$ cat src/hw/rce_pkg.sv
// Constants, layouts and types shared by the remote-control encoder
`default_nettype none
package rce_pkg;
    localparam int ADDR_W = 10;
    localparam int DATA_W = 8;
    localparam int WORD_BITS = ADDR_W + DATA_W;
    localparam int WORDS_PER_CYCLE = 3;
    localparam int CHIPS_PER_BIT = 4;
    localparam int GAP_CHIPS = 8;
    // Clock and timing
    localparam int CLK_HZ = 25_000_000;
    localparam int CHIP_TIME_US = 400;
    localparam int CHIP_CYCLES_DEF = CHIP_TIME_US * (CLK_HZ / 1_000_000);
    localparam int MAX_LAG_MS = 150;
    localparam int MAX_LAG_CYCLES = MAX_LAG_MS * (CLK_HZ / 1000);
    // Pin vector layout
    localparam int PIN_TRIG = 0;
    localparam int PIN_DCFG = 1;
    localparam int PIN_ALO = 2;
    localparam int PIN_AHI = 3;
    localparam int PIN_ADDR = 4;
    localparam int PIN_DATA = PIN_ADDR + ADDR_W;
    localparam int PIN_W = PIN_DATA + DATA_W;
    // Levels of floating pins: data, address, cfg hi, cfg lo, data cfg, trigger
    localparam logic [PIN_W-1:0] PIN_PULL = {8'h00, 10'h3FF, 1'b1, 1'b0, 1'b0, 1'b0};
    // APB register map
    localparam logic [7:0] CTRL_OFS = 8'h00;
    localparam logic [7:0] STAT_OFS = 8'h04;
    localparam logic [7:0] CAPT_OFS = 8'h08;
    localparam logic [7:0] PINS_OFS = 8'h0C;
    localparam int CTRL_PIN_EN = 0;
    localparam int CTRL_SW_TRIG = 1;
    localparam logic [1:0] CTRL_RESET = 2'h1;
    // Chip patterns, sent most significant chip first
    localparam logic [3:0] PAT_ZERO = 4'h8;
    localparam logic [3:0] PAT_ONE = 4'hE;
    localparam logic [3:0] PAT_OPEN = 4'hC;

    typedef enum logic [1:0] {SYM_ZERO, SYM_ONE, SYM_OPEN} rce_sym_e;
    typedef enum logic [1:0] {ST_IDLE, ST_BITS, ST_GAP} rce_state_e;

    // Line level to symbol, given which level is sent as open
    function automatic rce_sym_e rce_code(input logic level, input logic highOpen,
                                          input logic lowOpen);
        if (level) begin
            return highOpen ? SYM_OPEN : SYM_ONE;
        end
        return lowOpen ? SYM_OPEN : SYM_ZERO;
    endfunction : rce_code
endpackage : rce_pkg
`default_nettype wire

$ cat src/hw/rce_encoder.sv
// Remote-control word encoder with APB control and status
//
// Local design decisions: the APB interface to the registers and the register addresses.
`default_nettype none
// What this block does
// - Trigger rise captures the eight data lines
// - Each cycle sends the word three times
// - Trigger still high starts another cycle
// - Inputs resampled each cycle, lag under 150ms
// - Sending continues while trigger stays high
// - Data select high: high one, low zero
// - Data select low: high one, low open
// - Address select pattern picks one/zero/open coding
// - Floating data select reads low
// - Floating address selects read low and high
// - Floating address reads high, data low
// - Both ends use matching coding selects
// - Send address bits 0-9 then data 0-7
// - Trigger fall finishes the current cycle
module rce_encoder
    import rce_pkg::*;
#(
    parameter int CHIP_CYCLES = rce_pkg::CHIP_CYCLES_DEF,
    parameter int LAG_CYCLES = rce_pkg::MAX_LAG_CYCLES
) (
    input wire logic ref_clk,
    input wire logic rst_n,
    input wire logic sendTrigger,
    input wire logic [rce_pkg::ADDR_W-1:0] addressWordLines,
    input wire logic [rce_pkg::ADDR_W-1:0] addressWordLinesDriven,
    input wire logic [rce_pkg::DATA_W-1:0] payloadLines,
    input wire logic [rce_pkg::DATA_W-1:0] payloadLinesDriven,
    input wire logic dataBitTypeSelect,
    input wire logic dataBitTypeSelectDriven,
    input wire logic addrBitTypeSelectLo,
    input wire logic addrBitTypeSelectLoDriven,
    input wire logic addrBitTypeSelectHi,
    input wire logic addrBitTypeSelectHiDriven,
    input wire logic psel,
    input wire logic penable,
    input wire logic pwrite,
    input wire logic [7:0] paddr,
    input wire logic [31:0] pwdata,
    input wire logic [3:0] pstrb,
    output logic [31:0] prdata,
    output logic pready,
    output logic pslverr,
    output logic txData,
    output logic txActive
);
    import rce_pkg::*;

    localparam int CW = $clog2(CHIP_CYCLES + 1);
    localparam int LW = $clog2(LAG_CYCLES + 2);

    logic [PIN_W-1:0] pinVal;
    logic trigPin;
    logic dCfg;
    logic aLo;
    logic aHi;
    logic [ADDR_W-1:0] addrVal;
    logic [DATA_W-1:0] dataVal;
    logic [2*WORD_BITS-1:0] liveSym;

    logic [1:0] ctrl_r;
    rce_state_e state_r;
    logic [CW-1:0] chipCnt_r;
    logic [1:0] chipIdx_r;
    logic [4:0] bitIdx_r;
    logic [1:0] wordIdx_r;
    logic [2*WORD_BITS-1:0] captSym_r;
    logic [ADDR_W-1:0] captAddr_r;
    logic [DATA_W-1:0] captData_r;
    logic [2:0] captCfg_r;
    logic [15:0] cycleCnt_r;
    logic [LW-1:0] lagCnt_r;

    logic trigActive;
    logic chipTick;
    logic chipLast;
    logic bitLast;
    logic gapLast;
    logic endOfWord;
    logic endOfCycle;
    logic captureNow;
    logic curChip;
    logic [3:0] curPat;
    logic accessNow;
    logic writeNow;
    logic regHit;
    logic [31:0] readMux;

    // Pins pass three flops; undriven pins take their pulls
    rce_pin_sync #(
        .W(PIN_W),
        .PULL(PIN_PULL)
    ) u_pins (
        .ref_clk(ref_clk),
        .rst_n(rst_n),
        .pinLevel({payloadLines, addressWordLines, addrBitTypeSelectHi,
                   addrBitTypeSelectLo, dataBitTypeSelect, sendTrigger}),
        .pinDriven({payloadLinesDriven, addressWordLinesDriven, addrBitTypeSelectHiDriven,
                    addrBitTypeSelectLoDriven, dataBitTypeSelectDriven, 1'b1}),
        .pinValue(pinVal)
    );

    assign trigPin = pinVal[PIN_TRIG];
    assign dCfg = pinVal[PIN_DCFG];
    assign aLo = pinVal[PIN_ALO];
    assign aHi = pinVal[PIN_AHI];
    assign addrVal = pinVal[PIN_ADDR +: ADDR_W];
    assign dataVal = pinVal[PIN_DATA +: DATA_W];

    // Level to symbol coding, address first then data
    genvar gi;
    for (gi = 0; gi < WORD_BITS; gi++) begin : g_code
        if (gi < ADDR_W) begin : g_addr
            // 01 sends low as open, 10 sends high as open
            assign liveSym[2*gi +: 2] = rce_code(addrVal[gi], aHi & ~aLo, aLo & ~aHi);
        end else begin : g_data
            assign liveSym[2*gi +: 2] = rce_code(dataVal[gi-ADDR_W], 1'b0, ~dCfg);
        end
    end

    // Sequencing terms
    assign trigActive = (trigPin & ctrl_r[CTRL_PIN_EN]) | ctrl_r[CTRL_SW_TRIG];
    assign chipTick = chipCnt_r == CW'(CHIP_CYCLES - 1);
    assign chipLast = chipTick && chipIdx_r == 2'(CHIPS_PER_BIT - 1);
    assign bitLast = state_r == ST_BITS && chipLast && bitIdx_r == 5'(WORD_BITS - 1);
    assign gapLast = chipTick && bitIdx_r == 5'(GAP_CHIPS - 1);
    assign endOfWord = state_r == ST_GAP && gapLast;
    assign endOfCycle = endOfWord && wordIdx_r == 2'(WORDS_PER_CYCLE - 1);
    assign captureNow = trigActive && (state_r == ST_IDLE || endOfCycle);

    // Cycle state machine
    always_ff @(posedge ref_clk or negedge rst_n) begin
        if (!rst_n) begin
            state_r <= ST_IDLE;
        end else begin
            unique case (state_r)
                ST_IDLE: begin
                    if (trigActive) begin
                        state_r <= ST_BITS;
                    end
                end
                ST_BITS: begin
                    if (bitLast) begin
                        state_r <= ST_GAP;
                    end
                end
                ST_GAP: begin
                    if (endOfWord) begin
                        // Stop only at a cycle boundary
                        state_r <= (endOfCycle && !trigActive) ? ST_IDLE : ST_BITS;
                    end
                end
            endcase
        end
    end

    // Chip, bit and word counters
    always_ff @(posedge ref_clk or negedge rst_n) begin
        if (!rst_n) begin
            chipCnt_r <= '0;
            chipIdx_r <= 2'h0;
            bitIdx_r <= 5'h00;
        end else if (state_r == ST_IDLE || captureNow) begin
            chipCnt_r <= '0;
            chipIdx_r <= 2'h0;
            bitIdx_r <= 5'h00;
        end else begin
            chipCnt_r <= chipTick ? '0 : chipCnt_r + CW'(1);
            if (chipTick && state_r == ST_BITS) begin
                chipIdx_r <= chipIdx_r + 2'h1;
                if (chipLast) begin
                    bitIdx_r <= bitLast ? 5'h00 : bitIdx_r + 5'h01;
                end
            end else if (chipTick) begin
                bitIdx_r <= gapLast ? 5'h00 : bitIdx_r + 5'h01;
            end
        end
    end

    always_ff @(posedge ref_clk or negedge rst_n) begin
        if (!rst_n) begin
            wordIdx_r <= 2'h0;
        end else if (state_r == ST_IDLE || captureNow) begin
            wordIdx_r <= 2'h0;
        end else if (endOfWord) begin
            wordIdx_r <= wordIdx_r + 2'h1;
        end
    end

    // Sample address, data and coding-select pins once per cycle and hold them
    always_ff @(posedge ref_clk or negedge rst_n) begin
        if (!rst_n) begin
            captSym_r <= '0;
            captAddr_r <= '0;
            captData_r <= '0;
            captCfg_r <= 3'h0;
        end else if (captureNow) begin
            captSym_r <= liveSym;
            captAddr_r <= addrVal;
            captData_r <= dataVal;
            captCfg_r <= {aHi, aLo, dCfg};
        end
    end

    always_ff @(posedge ref_clk or negedge rst_n) begin
        if (!rst_n) begin
            cycleCnt_r <= 16'h0000;
        end else if (endOfCycle) begin
            cycleCnt_r <= cycleCnt_r + 16'h0001;
        end
    end

    // Current chip of the current bit
    always_comb begin
        unique case (rce_sym_e'(captSym_r[2*bitIdx_r +: 2]))
            SYM_ONE: curPat = PAT_ONE;
            SYM_OPEN: curPat = PAT_OPEN;
            SYM_ZERO: curPat = PAT_ZERO;
            default: curPat = PAT_ZERO;
        endcase
        curChip = curPat[2'(CHIPS_PER_BIT - 1) - chipIdx_r];
    end

    always_ff @(posedge ref_clk or negedge rst_n) begin
        if (!rst_n) begin
            txData <= 1'b0;
            txActive <= 1'b0;
        end else begin
            txData <= state_r == ST_BITS && curChip;
            txActive <= state_r != ST_IDLE;
        end
    end

    // APB slave, one wait state
    assign accessNow = psel && penable && !pready;
    assign writeNow = psel && penable && pready && pwrite && !pslverr;
    assign regHit = paddr == CTRL_OFS || paddr == STAT_OFS || paddr == CAPT_OFS ||
                    paddr == PINS_OFS;

    always_comb begin
        unique case (paddr)
            CTRL_OFS: readMux = {30'h0, ctrl_r};
            STAT_OFS: readMux = {cycleCnt_r, 9'h000, trigPin, wordIdx_r, 2'h0, state_r};
            CAPT_OFS: readMux = {11'h000, captCfg_r, captData_r, captAddr_r};
            PINS_OFS: readMux = {10'h000, pinVal};
            default: readMux = 32'h00000000;
        endcase
    end

    always_ff @(posedge ref_clk or negedge rst_n) begin
        if (!rst_n) begin
            pready <= 1'b0;
            pslverr <= 1'b0;
            prdata <= 32'h00000000;
        end else begin
            pready <= accessNow;
            pslverr <= accessNow && !regHit;
            if (accessNow) begin
                prdata <= regHit ? readMux : 32'h00000000;
            end
        end
    end

    always_ff @(posedge ref_clk or negedge rst_n) begin
        if (!rst_n) begin
            ctrl_r <= CTRL_RESET;
        end else if (writeNow && paddr == CTRL_OFS && pstrb[0]) begin
            ctrl_r <= pwdata[1:0];
        end
    end

    // Cycle length since the last capture
    always_ff @(posedge ref_clk or negedge rst_n) begin
        if (!rst_n) begin
            lagCnt_r <= '0;
        end else if (captureNow || state_r == ST_IDLE) begin
            lagCnt_r <= '0;
        end else if (lagCnt_r != '1) begin
            lagCnt_r <= lagCnt_r + LW'(1);
        end
    end
endmodule : rce_encoder
`default_nettype wire

$ cat src/hw/rce_pin_sync.sv
// Three-flop pin synchroniser with pull level for undriven pins
`default_nettype none
module rce_pin_sync #(
    parameter int W = 1,
    parameter logic [W-1:0] PULL = '0
) (
    input wire logic ref_clk,
    input wire logic rst_n,
    input wire logic [W-1:0] pinLevel,
    input wire logic [W-1:0] pinDriven,
    output logic [W-1:0] pinValue
);
    genvar gi;
    for (gi = 0; gi < W; gi++) begin : g_pin
        logic levMeta_r;
        logic levSync_r;
        logic drvMeta_r;
        logic drvSync_r;
        always_ff @(posedge ref_clk or negedge rst_n) begin
            if (!rst_n) begin
                levMeta_r <= 1'b0;
                levSync_r <= 1'b0;
                drvMeta_r <= 1'b0;
                drvSync_r <= 1'b0;
            end else begin
                levMeta_r <= pinLevel[gi];
                levSync_r <= levMeta_r;
                drvMeta_r <= pinDriven[gi];
                drvSync_r <= drvMeta_r;
            end
        end
        // Floating pin reads its pull level
        always_ff @(posedge ref_clk or negedge rst_n) begin
            if (!rst_n) begin
                pinValue[gi] <= PULL[gi];
            end else begin
                pinValue[gi] <= drvSync_r ? levSync_r : PULL[gi];
            end
        end
    end
endmodule : rce_pin_sync
`default_nettype wire

$ cat config.mk
export PLATFORM = sky130hd
export DESIGN_NAME = rce_encoder
export DESIGN_NICKNAME = d
export VERILOG_FILES = /design/src/hw/rce_pkg.sv /design/src/hw/rce_encoder.sv /design/src/hw/rce_pin_sync.sv
export SDC_FILE = /design/constraint.sdc
export NUM_CORES = 1
export LEC_CHECK = 0
export ABC_CLOCK_PERIOD_IN_PS = 6300
export BUFFER_PORTS_ARGS = -buffer_cell sky130_fd_sc_hd__buf_4
export CAP_MARGIN = 10
export CORE_MARGIN = 10
export CORE_UTILIZATION = 23
export DETAILED_ROUTE_END_ITERATION = 12
export GPL_ROUTABILITY_DRIVEN = 0
export MAX_ROUTING_LAYER = met4
export PLACE_DENSITY = 0.43
export SYNTH_ARGS = -nofsm -noshare
export SYNTH_HDL_FRONTEND = slang
export SYNTH_SLANG_ARGS = --single-unit
$ cat constraint.sdc
create_clock -name ref_clk -period 6.3 [get_ports ref_clk]
set_input_delay 0.315 -clock ref_clk [delete_from_list [all_inputs] [get_ports ref_clk]]
set_output_delay 0.315 -clock ref_clk [all_outputs]
set_load 0.01 [all_outputs]
After elaboration in Yosys (flattened, before gate mapping)
Index checks and enable logic that the tools add are counted.

Register bits: 246. Output and inout bits: 36. Logic and storage cells: 292. Input bits: 92.

Muxes and demuxes: 101. Reduce and logical (&&, ||, !) cells: 35. Shift operators: 1. $add $sub $neg: 6. Bitwise gates (word level): 6. Order comparisons: 1. Eq/ne operators: 16.

Operators with widths (count): $pmux W32 S4 (1); $mux W2 (46); $mux W1 (42); $shiftx A36 B7 Y2 (1); $mux W32 (1); $mux W5 (6); $mux W14 (2); $logic_and A1 B1 Y1 (18); $add A16 B1 Y16 const B (1); $eq A8 B4 Y1 const B (2); $add A14 B1 Y14 const B (1); $eq A14 B14 Y1 const B (1); $eq A2 B2 Y1 const B (4); $eq A8 B3 Y1 const B (1); $logic_not A8 Y1 (1); $ne A2 B2 Y1 const B (3); $pmux W2 S3 (1); $pmux W3 S2 (1); $reduce_bool A2 Y1 (3); $add A5 B1 Y5 const B (1); $eq A5 B3 Y1 const B (1); $eq A5 B5 Y1 const B (1); $logic_or A1 B1 Y1 (5); $add A2 B1 Y2 const B (2); other kinds (13) (20).

Logic depth before layout (Yosys ltp)
Word-level depth: 9. Mapped depth: 11. Depth with buffers taken out: 9.

Hierarchy
A second synthesis with hierarchy kept.

Cell total of the unflattened synthesis: 685. Area total of the unflattened synthesis: 9002.4 um^2.

Modules (own cells, without submodules): rce_encoder (area each 6098.3 um^2, cells an instance 553, seq. area each 3204.3 um^2, instances 1); rce_pin_sync (area each 2904.0 um^2, cells an instance 132, seq. area each 2766.4 um^2, instances 1).

Worst setup path before layout
OpenSTA, ideal clock, no wires.

Path type: reg2reg. Start point: reg bitIdx_r[0]. End point: reg txData. Setup time: 0.072 ns. Slack: 4.229 ns. Stages on the path, launching flop included: 10. Period minus slack after synthesis: 2.071 ns. Data required time: 6.228 ns. Arrival: 1.999 ns. Path buffers: 1. Cell sequence: dfrtp_1 -> buf_2 -> mux4_2 -> mux2_2 -> nand2_1 -> o221ai_1 -> ha_1 -> a21oi_1 -> a21oi_1 -> nor2_1.

Longest elaborated chain between the ends: 6. Elaborated cells on any way between the ends: 7. Those cells by class: eq/ne (2); shift (1); mux (3); reduce/logical (1).

Ends and longest elaborated chain: start: declaration (RTL line rce_encoder.sv:69) `logic [4:0] bitIdx_r;`; start signal: assignment (RTL line rce_encoder.sv:176) `bitIdx_r <= bitLast ? 5'h00 : bitIdx_r + 5'h01;`; start signal: assignment (RTL line rce_encoder.sv:179) `bitIdx_r <= gapLast ? 5'h00 : bitIdx_r + 5'h01;`; $shiftx A36 B7 Y2 (*) (RTL line rce_encoder.sv:219) `unique case (rce_sym_e'(captSym_r[2*bitIdx_r +: 2]))`; $eq A2 B2 Y1 / $eq A2 B1 Y1 (equally long branches) (RTL line rce_encoder.sv:219); $pmux W3 S2 (*) (RTL line rce_encoder.sv:219); $bmux W1 S2 (*) (RTL line rce_encoder.sv:225) `curChip = curPat[2'(CHIPS_PER_BIT - 1) - chipIdx_r];`; $mux W1 (not written as such) (*) (RTL line rce_encoder.sv:225); $logic_and A1 B1 Y1 (*) (RTL line rce_encoder.sv:233) `txData <= state_r == ST_BITS && curChip;`; end signal: assignment (RTL line rce_encoder.sv:233); end: declaration (RTL line rce_encoder.sv:48) `output logic txData,`.

Every way passes the cells marked *; elsewhere a longest branch is shown, timed or not. The select of a mux whose other input is x is not followed. A chain may end at the register's enable or synchronous reset.

Worst setup path after layout
Start point: reg bitIdx_r[0]. End point: reg captCfg_r[2].

Longest elaborated chain between the ends: 6.

Ends and longest elaborated chain: $eq A5 B3 Y1 (RTL line rce_encoder.sv:130) `assign gapLast = chipTick && bitIdx_r == 5'(GAP_CHIPS - 1);`; $logic_and A1 B1 Y1 (RTL line rce_encoder.sv:130); $logic_and A1 B1 Y1 (RTL line rce_encoder.sv:131) `assign endOfWord = state_r == ST_GAP && gapLast;`; $logic_and A1 B1 Y1 (RTL line rce_encoder.sv:132) `assign endOfCycle = endOfWord && wordIdx_r == 2'(WORDS_PER_CYCLE - 1);`; $logic_or A1 B1 Y1 (RTL line rce_encoder.sv:133) `assign captureNow = trigActive && (state_r == ST_IDLE || endOfCycle);`; $logic_and A1 B1 Y1 (RTL line rce_encoder.sv:133); end signal: assignment (RTL line rce_encoder.sv:205) `captCfg_r <= {aHi, aLo, dCfg};`; end: declaration (RTL line rce_encoder.sv:74) `logic [2:0] captCfg_r;`.

No other way between the ends.

==> flow_metrics.env <==
export IMPL_synth_nets=792
export IMPL_syn_avg_cell_area_um2=13.0
export IMPL_dieArea_um2=47400
export IMPL_finalCritPeriodShare=0.492
export IMPL_ctsResizeCount=0
export IMPL_die_w_um=218
export IMPL_fin_crit_ns=3.10
export IMPL_grt_pass1_vias=5834
export IMPL_switching_share=0.220
export IMPL_clock_sinks=238
export IMPL_final_util=0.302
export IMPL_place_ws_ns=3.14
export IMPL_final_max_slew_violation_count=0
export IMPL_post_place_cells=1275
export IMPL_dr_total_vias=5537
export IMPL_globalRouteTotalUtil=0.0911
export IMPL_fin_hold_ws_ns=0.0350
export IMPL_worstSetupPathType="reg -> reg"
export IMPL_first_pass_iters=4
export IMPL_seqPwrFrac=0.471
export IMPL_drtIter0Drc=259
export IMPL_synth_flop_cell="dfrtp_1"
export IMPL_dpl_hpwl_um=13400
export IMPL_power_density_nw_per_um2=292
export IMPL_fin_cells=1371
export IMPL_cts_setup_buffers=0
export IMPL_finalHoldViolCount=0
export IMPL_fmax_ghz=0.323
export IMPL_ant_nets=0
export IMPL_p_sw_mw=0.750
export IMPL_die_height_um=218
export IMPL_ys_ff_latch=238
export IMPL_seq_area_frac_synth=0.664
export IMPL_grt_pass1_wl_um=33600
export IMPL_final_common_cell="dfrtp_1"
export IMPL_layout_drive_gt1_share=0.240
export IMPL_critPathRequiredTime_ns=6.74
export IMPL_final_cell_mix="226 x dfrtp_1, 94 x buf_4, 78 x nand2_1, 46 x dlygate4sd3_1, 44 x o21ai_0"
export IMPL_worst_slack_ns=3.20
export IMPL_crit_path_max_fanout=77
export IMPL_total_power_mw=3.40
export IMPL_clock_skew_ns=0.00994
export IMPL_synth_warnings=0
export IMPL_antenna_found_initial=0
export IMPL_area_growth_pct=29.6
export IMPL_io_pins=128
export IMPL_dpl_cell_area_um2=10300
export IMPL_grt_max_degree=158
export IMPL_design_area_um2=11700
export IMPL_cts_made_buffers=27
export IMPL_drc=0
export IMPL_initial_utilization=0.233
export IMPL_cp_start_kind="flip-flop"
export IMPL_fin_nets=931
export IMPL_synth_edf_count=0
export IMPL_cts_root_buf="clkbuf_16"
export IMPL_rows=72
export IMPL_portBuffers=94
export IMPL_relSlewSlack=0.346
export IMPL_end_kind="flip-flop"
export IMPL_routed_wl_um=20800
export IMPL_worstMarginPinSlew_ns=0.981
export IMPL_ctsLongestPathBuffers=3
export IMPL_clk_latency_ns=0.55
export IMPL_cp_arrival_ns=3.54
export IMPL_viasPerCell=4.04
export IMPL_core_area_um2=38600
export IMPL_htreeDepth=1
export IMPL_gr_total_overflow=0
export IMPL_rsz0062_at_grt="false"
export IMPL_setup_tns_ns=0
export IMPL_p_comb_frac=0.042
export IMPL_cts_tree="built"
export IMPL_yosysUniqueCellTypes=53
export IMPL_p_leak_nw=5.22
export IMPL_p_int_mw=2.65
export IMPL_power_frac_clock=0.487
export IMPL_antenna_cells=0
export IMPL_synthArstFlopShare=1.00
export IMPL_status="complete, no violations"
export IMPL_setup_violations_final=0
export IMPL_holdCritPathClass="in -> reg"
export IMPL_clk_pin_slew_ns=0.06
export IMPL_syn_area_um2=9000
export IMPL_ir_drop_mv=0.191
export IMPL_max_cap_viol_count=0
export IMPL_synth_cells=693
export IMPL_wl_per_cell_um=15.2
-- area by class of cell --
cell class | count | area [um2]
Timing Repair Buffer | 142 | 1200
Tap cell | 518 | 648
Clock buffer | 36 | 749
Clock inverter | 14 | 195
Sequential cell | 238 | 5970
Inverter | 7 | 26.3
Multi-Input combinational cell | 416 | 2870
Fill cell | 3935 | 27000
-- critical path, stage by stage (launching register included) --
cell	delay, ns
dfrtp_1	0.99
ha_1	0.35
nand4bb_1	0.26
nor4b_2	0.51
a2bb2oi_4	0.09
buf_4	0.34
mux2_2	0.38
-- power groups by stage --
stage	registers, mW	clock network (mW)	logic, mW
6_report	1.60	1.66	0.142
5_1_grt	1.61	1.79	0.161
4_1_cts	1.60	1.72	0.148
3_5_place_dp	1.63	0	0.125
3_3_place_gp	1.63	0	0.124
2_1_floorplan	1.62	0	0.0468
-- cell families after synthesis --
family / share of synthesized area
buf+inv: 0.0188
xor+xnor: 0.0282
mux: 0.0823
compound gates: 0.0748
simple gates: 0.122
other cells: 0.000417
flops: 0.664
fa+ha+maj: 0.00974
-- registers in the layout, indices dropped and copies added (netlist names) --
| register | flops |
|---|---|
| captSym_r | 36 |
| prdata | 32 |
| u_pins.g_pin.drvMeta_r | 22 |
| u_pins.g_pin.drvSync_r | 22 |
| u_pins.g_pin.levMeta_r | 22 |
| u_pins.g_pin.levSync_r | 22 |
| u_pins.pinValue | 22 |
| cycleCnt_r | 16 |
| chipCnt_r | 14 |
| captAddr_r | 10 |
| bitIdx_r | 5 |
| captCfg_r | 3 |
| chipIdx_r | 2 |
| ctrl_r | 2 |
| state_r | 2 |
| wordIdx_r | 2 |
| pready | 1 |
| pslverr | 1 |
| txActive | 1 |
| txData | 1 |
-- synthesized netlist by cell type (2+ instances only) --
| cell | instances | share of area |
|---|---|---|
| buf_1 | 3 | 0.0013 |
| and4_1 | 3 | 0.0029 |
| nand3_1 | 16 | 0.0089 |
| xnor2_1 | 17 | 0.017 |
| nor2_1 | 39 | 0.016 |
| mux4_2 | 6 | 0.015 |
| nand2b_1 | 17 | 0.012 |
| o311ai_0 | 2 | 0.0019 |
| dfrtp_1 | 226 | 0.63 |
| nor2b_1 | 5 | 0.0035 |
| o31ai_1 | 9 | 0.0075 |
| mux2i_1 | 20 | 0.022 |
| ha_1 | 7 | 0.0097 |
| o21ai_0 | 44 | 0.024 |
| inv_1 | 7 | 0.0029 |
| dfstp_2 | 12 | 0.035 |
| mux2_2 | 36 | 0.045 |
| and3_1 | 10 | 0.0070 |
| nand2_1 | 78 | 0.033 |
| xor2_1 | 12 | 0.012 |
| nand4_1 | 4 | 0.0028 |
| a22oi_1 | 10 | 0.0083 |
| or3_1 | 3 | 0.0021 |
| and2_1 | 13 | 0.0090 |
| buf_2 | 12 | 0.0067 |
| or4_1 | 3 | 0.0025 |
| a21oi_1 | 18 | 0.010 |
| a22o_1 | 12 | 0.012 |
| clkbuf_1 | 16 | 0.0067 |
| a31oi_1 | 2 | 0.0014 |
| nor4_1 | 2 | 0.0014 |
| nor3_1 | 8 | 0.0045 |
-- per-layer routing --
metal | vias to the layer above | track usage | share of wire | wire (um)
li1 | 2683 | - | - | -
met1 | 2718 | 0.124 | 0.49 | 10200
met2 | 101 | 0.132 | 0.44 | 9200
met3 | 35 | 0.0207 | 0.049 | 1020
met4 | 0 | 0.0287 | 0.021 | 442
met5 | - | - | 0 | 0
-- final timing paths --
| path | cells past startpoint | startpoint | endpoint | slack (ns) |
|---|---|---|---|---|
| worst min-delay path | 3 | paddr[1] | pslverr | 0.04 |
| min in group asynchronous | 2 | rst_n | txActive | 0.35 |
| worst max-delay path | 6 | bitIdx_r[0] | captCfg_r[2] | 3.20 |
| worst max register to register | 6 | bitIdx_r[0] | captCfg_r[2] | 3.20 |
| worst min register to register | 0 | u_pins.g_pin[13].drvMeta_r | u_pins.g_pin[13].drvSync_r | 0.35 |
| max in group asynchronous | 3 | rst_n | u_pins.g_pin[20].drvMeta_r | 4.63 |
-- timing repair --
| item | CTS | global route |
|---|---|---|
| setup endpoints to repair | 0 | 0 |
| hold buffers | 46 | 0 |
| hold endpoints to repair | 124 | 0 |
No activity file was read; power rests on OpenSTA's default activity.
